--- config.mk ---
export PLATFORM = sky130hd
export DESIGN_NAME = port_power_overcurrent_ctrl
export DESIGN_NICKNAME = d
export VERILOG_FILES = /design/src/port_power_pkg.sv /design/src/oc_detect.sv /design/src/port_power_overcurrent_ctrl.sv
export VERILOG_INCLUDE_DIRS = /design/src
export SDC_FILE = /design/constraint.sdc
export NUM_CORES = 1
export LEC_CHECK = 0
export CAP_MARGIN = 20
export CORE_ASPECT_RATIO = 0.8
export CORE_MARGIN = 4
export CORE_UTILIZATION = 49
export DETAILED_ROUTE_END_ITERATION = 16
export DONT_BUFFER_PORTS = 1
export PLACE_DENSITY = 0.66
export SYNTH_ARGS = -nofsm -noshare
export SYNTH_HDL_FRONTEND = slang
export SYNTH_SLANG_ARGS = --single-unit
export TNS_END_PERCENT = 20
--- constraint.sdc ---
create_clock -name ref_clk -period 2.42 [get_ports ref_clk]
set_input_delay 0.605 -clock ref_clk [delete_from_list [all_inputs] [get_ports ref_clk]]
set_output_delay 0.605 -clock ref_clk [all_outputs]
set_load 0.005 [all_outputs]
--- src/port_power_cfg.svh ---
/*
  timing and reset constants for the port power and over-current block.
  assumes a 20 MHz core clock; included by bare name.
*/
`ifndef PORT_POWER_CFG_SVH
`define PORT_POWER_CFG_SVH

`define CLK_FREQ_HZ        20000000
`define OCS_SINGLE_MS      5
`define OCS_DOUBLE_MS      20
// least time rounds up, longest time rounds down
`define OCS_SINGLE_CYC     ((`OCS_SINGLE_MS * `CLK_FREQ_HZ + 999) / 1000)
`define OCS_DOUBLE_CYC     ((`OCS_DOUBLE_MS * `CLK_FREQ_HZ) / 1000)
`define OC_FLAG_RESET      1'b0

`endif

--- src/port_power_pkg.sv ---
/*
  types shared by the port power block.
  assumes nothing of its surroundings.
*/
package port_power_pkg;
  typedef enum logic [1:0] {
    OC_IDLE,
    OC_LOW1,
    OC_GAP,
    OC_LOW2
  } oc_state_t;
endpackage

--- src/oc_detect.sv ---
/*
  over-current filter for one sense input.
  assumes sense_in is synchronous to ref_clk and meaningful only while powered.
*/
`timescale 1ns/1ns
`include "port_power_cfg.svh"

module oc_detect #(
  parameter int SINGLE_CYC = `OCS_SINGLE_CYC,
  parameter int DOUBLE_CYC = `OCS_DOUBLE_CYC
) (
  input  wire logic ref_clk,   // core clock
  input  wire logic reset,     // sync reset, active high
  input  wire logic powered,   // port power is on
  input  wire logic sense_in,  // sampled pin level
  output logic      oc_event   // one-cycle over-current pulse
);

  // ==========================================================
  // filter state
  port_power_pkg::oc_state_t state_ff;
  logic [31:0]               low_cnt_ff;
  logic [31:0]               win_cnt_ff;
  logic                      is_low;

  assign is_low = powered && !sense_in;

  always_ff @(posedge ref_clk)
  begin
    if (reset || !powered)
    begin
      state_ff   <= port_power_pkg::OC_IDLE;
      low_cnt_ff <= 32'h0;
      win_cnt_ff <= 32'h0;
    end
    else
    begin
      unique case (state_ff)
        port_power_pkg::OC_IDLE:
          if (is_low)
          begin
            state_ff   <= port_power_pkg::OC_LOW1;
            low_cnt_ff <= 32'h1;
            win_cnt_ff <= 32'h1;
          end
        port_power_pkg::OC_LOW1:
        begin
          win_cnt_ff <= win_cnt_ff + 32'h1;
          if (is_low)
            low_cnt_ff <= low_cnt_ff + 32'h1;
          else
            state_ff <= port_power_pkg::OC_GAP;
          // event fires below; restart after it
          if (is_low && low_cnt_ff + 32'h1 >= 32'(SINGLE_CYC))
            state_ff <= port_power_pkg::OC_IDLE;
        end
        port_power_pkg::OC_GAP:
        begin
          win_cnt_ff <= win_cnt_ff + 32'h1;
          // window expired: this low opens a fresh window at once, so no sample is lost
          if (win_cnt_ff >= 32'(DOUBLE_CYC) && is_low)
          begin
            state_ff   <= port_power_pkg::OC_LOW1;
            low_cnt_ff <= 32'h1;
            win_cnt_ff <= 32'h1;
          end
          else if (win_cnt_ff >= 32'(DOUBLE_CYC) || is_low)
            state_ff <= port_power_pkg::OC_IDLE;
        end
        port_power_pkg::OC_LOW2:
          state_ff <= port_power_pkg::OC_IDLE;
      endcase
    end
  end

  // ==========================================================
  // event decode
  always_comb
  begin
    oc_event = 1'b0;
    if (!reset && powered)
    begin
      if (state_ff == port_power_pkg::OC_LOW1 && is_low
          && low_cnt_ff + 32'h1 >= 32'(SINGLE_CYC))
        oc_event = 1'b1;
      if (state_ff == port_power_pkg::OC_GAP && is_low
          && win_cnt_ff < 32'(DOUBLE_CYC))
        oc_event = 1'b1;
    end
  end

endmodule

--- src/port_power_overcurrent_ctrl.sv ---
/*
  downstream port power control and over-current sensing, one shared
  open-drain pin per port, optional ganged mode on one pin.
  assumes sense inputs are synchronous to ref_clk and the pad resolves
  the pin from out/oe with the pull-up enabled when oe is low.
*/
// Operation
// - each port has one pin that is both power enable and over-current sense, for switch or fuse.
// - a port with power off has its pin driven low.
// - outside ganged mode, a port with power on releases its pin and enables the pull-up, an open-drain high.
// - a sense low lasting at least 5 ms while powered is an over-current.
// - two low groupings inside a window of at most 20 ms are an over-current.
// - a low caused by an opened poly fuse is an over-current just as with a switch.
// - outside ganged mode, a powered port has its sense input sampled continuously.
// - in ganged mode one shared pin controls power and senses over-current for all ports.
`timescale 1ns/1ns
`include "port_power_cfg.svh"

module port_power_overcurrent_ctrl #(
  parameter int NPORTS     = 2,
  parameter int SINGLE_CYC = `OCS_SINGLE_CYC,
  parameter int DOUBLE_CYC = `OCS_DOUBLE_CYC
) (
  input  wire logic              ref_clk,                   // core clock
  input  wire logic              reset,                     // sync reset, active high
  input  wire logic              gang_mode,                 // one shared pin for all ports
  input  wire logic [NPORTS-1:0] port_power_on,             // power request per port
  input  wire logic [NPORTS-1:0] oc_clear,                  // clear over-current flag
  input  wire logic [NPORTS-1:0] port_power_sense_pin_in,   // pin level per port
  output logic      [NPORTS-1:0] port_power_sense_pin_out,  // pin drive value
  output logic      [NPORTS-1:0] port_power_sense_pin_oe,   // pin drive enable
  output logic      [NPORTS-1:0] port_pullup_en,            // pull-up enable
  input  wire logic              shared_power_sense_pin_in, // shared pin level
  output logic                   shared_power_sense_pin_out,// shared pin drive value
  output logic                   shared_power_sense_pin_oe, // shared pin drive enable
  output logic                   shared_pullup_en,          // shared pull-up enable
  output logic      [NPORTS-1:0] oc_flag_ff                 // latched over-current
);

  // ==========================================================
  // pin drive
  logic [NPORTS-1:0] pwr_ff;
  logic              gang_ff;
  logic              shared_power_sense_pin;
  logic [NPORTS-1:0] oc_evt;
  logic              gang_evt;

  always_ff @(posedge ref_clk)
  begin
    if (reset)
    begin
      pwr_ff  <= '0;
      gang_ff <= 1'b0;
    end
    else
    begin
      pwr_ff  <= port_power_on;
      gang_ff <= gang_mode;
    end
  end

  // ganged power is on only if any port asks for it
  assign shared_power_sense_pin = gang_ff && |pwr_ff;

  always_comb
  begin
    port_power_sense_pin_out   = '0;
    shared_power_sense_pin_out = 1'b0;
    // unused per-port pins in ganged mode stay driven low
    port_power_sense_pin_oe    = gang_ff ? '1 : ~pwr_ff;
    port_pullup_en             = gang_ff ? '0 : pwr_ff;
    shared_power_sense_pin_oe  = !shared_power_sense_pin;
    shared_pullup_en           = shared_power_sense_pin;
  end

  // ==========================================================
  // over-current filters; a fuse opening reads as a low like a switch
  genvar g;
  generate
    for (g = 0; g < NPORTS; g++)
    begin : g_port
      oc_detect #(
        .SINGLE_CYC (SINGLE_CYC),
        .DOUBLE_CYC (DOUBLE_CYC)
      ) u_det (
        .ref_clk  (ref_clk),
        .reset    (reset),
        .powered  (pwr_ff[g] && !gang_ff),
        .sense_in (port_power_sense_pin_in[g]),
        .oc_event (oc_evt[g])
      );
    end
  endgenerate

  oc_detect #(
    .SINGLE_CYC (SINGLE_CYC),
    .DOUBLE_CYC (DOUBLE_CYC)
  ) u_gang_det (
    .ref_clk  (ref_clk),
    .reset    (reset),
    .powered  (shared_power_sense_pin),
    .sense_in (shared_power_sense_pin_in),
    .oc_event (gang_evt)
  );

  // ==========================================================
  // sticky flags; set wins over clear
  always_ff @(posedge ref_clk)
  begin
    if (reset)
      oc_flag_ff <= {NPORTS{`OC_FLAG_RESET}};
    else
      oc_flag_ff <= (oc_flag_ff & ~oc_clear) | oc_evt
                    | {NPORTS{gang_evt}};
  end

endmodule

Yosys cells after proc, flatten, opt, wreduce, memory -nomap -nowiden
Index checks and enable logic that the tools add are counted.
W data, S select, Z words.
- word-level logic and storage cells: 160
- flip-flop bits (word level): 203
- bitwise gates (word level): 5
- muxes and demuxes: 47
- reduce and logical (&&, ||, !) cells: 57
- equality and inequality tests: 24
- $lt $le $gt $ge: 9
- add/subtract/negate cells: 6
- operators by type and width (cell ; count):
    $pmux W32 S3 ; 6
    $mux W32 ; 12
    $add A32 B1 Y32 const B ; 6
    $ge A32 B17 Y1 const B ; 3
    $ge A32 B19 Y1 const B ; 3
    $lt A32 B19 Y1 const B ; 3
    $mux W2 ; 17
    $logic_and A1 B1 Y1 ; 27
    $pmux W2 S4 ; 3
    $ne A2 B1 Y1 const B ; 9
    $eq A2 B2 Y1 const B ; 6
    $reduce_and A4 Y1 ; 3
    $mux W1 ; 9
    $ne A3 B1 Y1 const B ; 3
    $ne A3 B3 Y1 const B ; 3
    $reduce_and A3 Y1 ; 3
    $reduce_bool A3 Y1 ; 3
    $logic_not A1 Y1 ; 8
    $eq A2 B1 Y1 const B ; 3
    $logic_not A2 Y1 ; 3
    $logic_or A1 B1 Y1 ; 6
    $reduce_and A2 Y1 ; 3
    $not A2 Y2 ; 2
    $or A2 B2 Y2 ; 2
    2 further kinds ; 2

Logic depth before layout (Yosys ltp)
- depth in word-level cells: 10
- mapped depth: 11
- depth with buffers taken out: 9

Cells and area by module
Synthesis repeated with hierarchy kept, for this count alone.
- cells, all modules: 1736
- area total of the unflattened synthesis: 13016.2 um2
- by module, submodules not included (module ; area each (um2) ; times used ; cells each):
    oc_detect (g_port[1].u_det) ; 4449.3 ; 1 ; 599
    oc_detect (u_gang_det) ; 4192.8 ; 1 ; 565
    oc_detect (g_port[0].u_det) ; 4141.5 ; 1 ; 548
    port_power_overcurrent_ctrl ; 232.7 ; 1 ; 24

Least setup slack after synthesis
No wires, ideal clock.
- path kind: register to register
- from: register u_gang_det.low_cnt_ff[0]
- to: register u_gang_det.state_ff[0]
- path slack: -0.162 ns
- path buffers: 0
- clock period less this slack: 2.582 ns
- required time: 2.301 ns
- arrival: 2.463 ns
- stages on the path, launching flop included: 10
- cells stage by stage: dfxtp_1 ha_1 nand3_1 nor4_2 and3_1 mux2_2 o22ai_1 nor4_4 and3_1 o221a_1
- longest elaborated chain between the ends: 5
- elaborated cells on any way between the ends: 7
- RTL lines (item ; RTL line ; RTL):
    from (decl) ; oc_detect.sv:22 ; logic [31:0] low_cnt_ff;
    from (signal assigned) ; oc_detect.sv:50 ; low_cnt_ff <= low_cnt_ff + 32'h1;
    $add A32 B1 Y32 (*) ; oc_detect.sv:54 ; if (is_low && low_cnt_ff + 32'h1 >= 32'(SINGLE_CYC))
    $ge A32 B17 Y1 (*) ; oc_detect.sv:54 ;
    $logic_and A1 B1 Y1 (*) ; oc_detect.sv:54 ;
    $mux W2 / $ne A3 B3 Y1 (equally long branches) ; n/a ;
    $pmux W2 S4 / $reduce_and A3 Y1 (equally long branches) ; n/a ;
    to (signal assigned) ; oc_detect.sv:42 ; state_ff <= port_power_pkg::OC_LOW1;
    to (signal assigned) ; oc_detect.sv:52 ; state_ff <= port_power_pkg::OC_GAP;
    to (signal assigned) ; oc_detect.sv:55 ; state_ff <= port_power_pkg::OC_IDLE;
    to (decl) ; oc_detect.sv:21 ; port_power_pkg::oc_state_t state_ff;
Mark *: on every way between the ends. The rest lies on a longest branch, timed or not.
A chain may end at the register's enable or synchronous reset.

Final worst setup path
- from: register u_gang_det.low_cnt_ff[0]
- to: register oc_flag_ff[0]
- longest elaborated chain between the ends: 7
- RTL lines (item ; RTL line ; RTL):
    $add A32 B1 Y32 ; oc_detect.sv:84 ; && low_cnt_ff + 32'h1 >= 32'(SINGLE_CYC))
    $ge A32 B17 Y1 ; oc_detect.sv:84 ;
    $logic_and A1 B1 Y1 ; oc_detect.sv:84 ;
    $mux W1 ; oc_detect.sv:83 ; if (state_ff == port_power_pkg::OC_LOW1 && is_low
    $mux W1 ; oc_detect.sv:86 ; if (state_ff == port_power_pkg::OC_GAP && is_low
    $mux W1 ; oc_detect.sv:81 ; if (!reset && powered)
    $or A2 B2 Y2 ; port_power_overcurrent_ctrl.sv:114 ; | {NPORTS{gang_evt}};
    to (signal assigned) ; port_power_overcurrent_ctrl.sv:111 ; oc_flag_ff <= {NPORTS{`OC_FLAG_RESET}};
    to (signal assigned) ; port_power_overcurrent_ctrl.sv:113 ; oc_flag_ff <= (oc_flag_ff & ~oc_clear) | oc_evt
    to (decl) ; port_power_overcurrent_ctrl.sv:37 ; output logic [NPORTS-1:0] oc_flag_ff
Every way passes these cells.

==> results.cfg <==
[grt]
overflow = 0
grt_usage = 0.235
grt_pass1_wl_um = 58200
grt_max_degree = 41
first_global_vias = 12026
antenna_found_initial = 0

[critical_path]
crit_family = simple AND/OR/NAND/NOR gates
worst_ep_required_time_ns = 2.83
path_class = flip-flop to flip-flop
r2r_start = u_gang_det.low_cnt_ff[0]$_SDFFE_PN0P_
path_max_fanout = 5
worstPathArrival_ns = 2.98
r2r_cells = 10
worst-path-stages = 10
rr_endpoint = oc_flag_ff[0]$_SDFF_PP0_
reg2reg_slack_ns = -0.15
slowest_stage = nor4_4
cp-start-kind = flip-flop
cp-end-kind = flip-flop
cp_cell_sequence = buf_6, nand4_1, nor4_4, buf_6, nand3_2, a211oi_2, o2111ai_2, nor4_4, o21bai_1, a32o_1
cp_num_buf_inv = 2
max_stage_delay_ns = 0.38

[cts]
cts_tree = yes
cts_buffers = 24
clock_latency_ns = 0.52
clock-root-buffer = clkbuf_16
cts.sinks = 203
hold_buffers = 0
path_clk_slew_ns = 0.06
htreeDepth = 1
cts_buffer_depth = 3

[power_and_ir_drop]
power.total_mw = 7.42
internal_power_mw = 5.81
cellPowerDensity_mw_per_mm2 = 458
p_leak_nw = 5.78
combPwrFrac = 0.027
power.switching_mw = 1.60
power_frac_clock = 0.522
switching_share = 0.216
seqPwrFrac = 0.451
ir_drop_mv = 0.494

[run]
max_cap_violations = 0

[cells_and_area]
drive_above_1_share = 0.248
antenna-diode-count = 0
syn2layout_area_growth_pct = 28.0
nets = 1881
fillCellCount = 2145
finalNonFillerCells = 2188

[hold_path]
min_to = gang_ff$_SDFF_PP0_
holdPathStages = 1
hp-start = reset
hold_path.class = input pin to flip-flop

[placed_design]
dp_cells = 2123
routabilityCongestion = 0.882
place_ws_ns = -0.184
io_buffer_count = 0
dp.final_hpwl_um = 23900

[synth]
synth_most_common_cell = dfxtp_1
ys_ff_latch = 203
yosysWarnings = 0
netlist_instances = 1657
synthFlopType = dfxtp_1
synth_top_area_cell = dfxtp_1
netlist_top_cells_area = dfxtp_1 (32%), a21oi_1 (5.5%), nor2_1 (5.0%)
ys_seq_area_frac = 0.321
async_flop_share = 0
synth_area_per_cell_um2 = 7.63
synth_top_area_frac = 0.321
netlist_area_mm2 = 0.0126
synth-edff-count = 0
synth_common_cells = dfxtp_1 (203), nor2_1 (169), a21oi_1 (139)
ys_types = 79

[sta]
setup_viol_count_final = 7
fin_crit_sh = 1.06
slew_headroom = 0.558
setup_ws_ns = -0.152
rsz0062_at_grt = yes
finalWorstPathRequiredPeriod_ns = 2.57
max_clock_freq_mhz = 389
tightest_slew_ns = 0.663
drv_slew = 0
final_hold_viol_count = 0
setup_tns_ns = -0.564
finClkSkew_ns = 0.0115

[floorplan]
start_util = 0.499
fp.dieW_um = 188
dieArea_mm2 = 0.0285
core_mm2 = 0.0254
num_io_pins = 21
die-height_um = 152
rows = 52

[route]
route.detailed.drc = 0
drt_iter0_markers = 954
post_drt_wl_per_cell_um = 16.2
routed_via_density = 6.04
firstDrtPassIters = 7
ant_nets = 0
wl_um = 35500
vias = 13221

[run_status]
violations = setup timing
outcome = finished, violations left
-- metal layers --
layer	up-vias	part of all wire	track usage
met1	6268	0.48	0.341
met2	355	0.45	0.376
met5	-	0	0
li1	6550	-	-
met4	0	0.019	0.0558
met3	48	0.057	0.0305
-- metrics by stage --
step	cell area [um2]	hold WS, ns	utilization
after global routing	16200	0.140	0.638
after floorplan	12700	0.440	-
after global placement	14600	0.454	0.576
after detailed placement	14600	0.468	0.576
after CTS	15600	0.140	0.616
final	16200	0.159	0.638
-- sequential cells by signal (all words and copies together) (netlist names), 2 cells and up --
register / flops
g_port.u_det.low_cnt_ff: 64
g_port.u_det.state_ff: 4
g_port.u_det.win_cnt_ff: 64
oc_flag_ff: 2
pwr_ff: 2
u_gang_det.low_cnt_ff: 32
u_gang_det.state_ff: 2
u_gang_det.win_cnt_ff: 32
-- power by group through the flow --
stage	registers, mW	logic (mW)	clock network, mW
4_1_cts	3.35	0.194	3.95
3_5_place_dp	3.42	0.192	0
3_3_place_gp	3.42	0.191	0
6_report	3.34	0.199	3.87
5_1_grt	3.34	0.217	4.10
2_1_floorplan	3.42	0.119	0
-- cell families after synthesis --
logic type,count (synthesis),synth area share
mux,12,0.00969
other cells,1,0.000296
compound gates,411,0.208
xor+xnor,70,0.0485
buf+inv,146,0.0470
flops,203,0.321
fa+ha+maj,24,0.0237
simple gates,790,0.342
-- cells in the final DEF, fill, tap and decap left out, drive strengths merged, types with 40 or more instances in the layout --
cell type and count:
buf 267, dfxtp 203, nor2 169, a21oi 139, nand2 125, nand3 93, o21ai 90, nor3 73
nand4 68, and3 52, xor2 42, inv 40
-- layout make-up --
cell class	instances	area, um2	area share
Inverter	40	150	0.00927
Sequential cell	203	4120	0.254
Clock buffer	34	729	0.0450
Multi-Input combinational cell	1310	8510	0.525
Tap cell	324	405	0.0250
Timing Repair Buffer	268	2160	0.133
Clock inverter	9	124	0.00765
-- worst max path at each step --
stage                                               startpoint                                       end  slack [ns]
finish                   u_gang_det.low_cnt_ff[0]$_SDFFE_PN0P_                  oc_flag_ff[0]$_SDFF_PP0_       -0.15
global placement    g_port[1].u_det.low_cnt_ff[1]$_SDFFE_PN0P_  g_port[1].u_det.state_ff[0]$_SDFFE_PN0P_       -0.13
floorplan                u_gang_det.low_cnt_ff[0]$_SDFFE_PN0P_       u_gang_det.state_ff[0]$_SDFFE_PN0P_       -0.05
CTS                 g_port[1].u_det.low_cnt_ff[1]$_SDFFE_PN0P_                  oc_flag_ff[1]$_SDFF_PP0_       -0.04
detailed placement  g_port[0].u_det.low_cnt_ff[1]$_SDFFE_PN0P_  g_port[0].u_det.state_ff[1]$_SDFFE_PN0P_       -0.18
global route             u_gang_det.low_cnt_ff[0]$_SDFFE_PN0P_                  oc_flag_ff[0]$_SDFF_PP0_       -0.25
-- timing repair --
| action | 4_1_cts | 5_1_grt |
|---|---|---|
| pin swaps | 11 | 40 |
| gates resized for setup | 49 | 114 |
| endpoints found under the setup margin | 9 | 98 |
| buffers inserted | 4 | 16 |
| gates cloned | 0 | 2 |
Power figures use the tool's default switching activity.
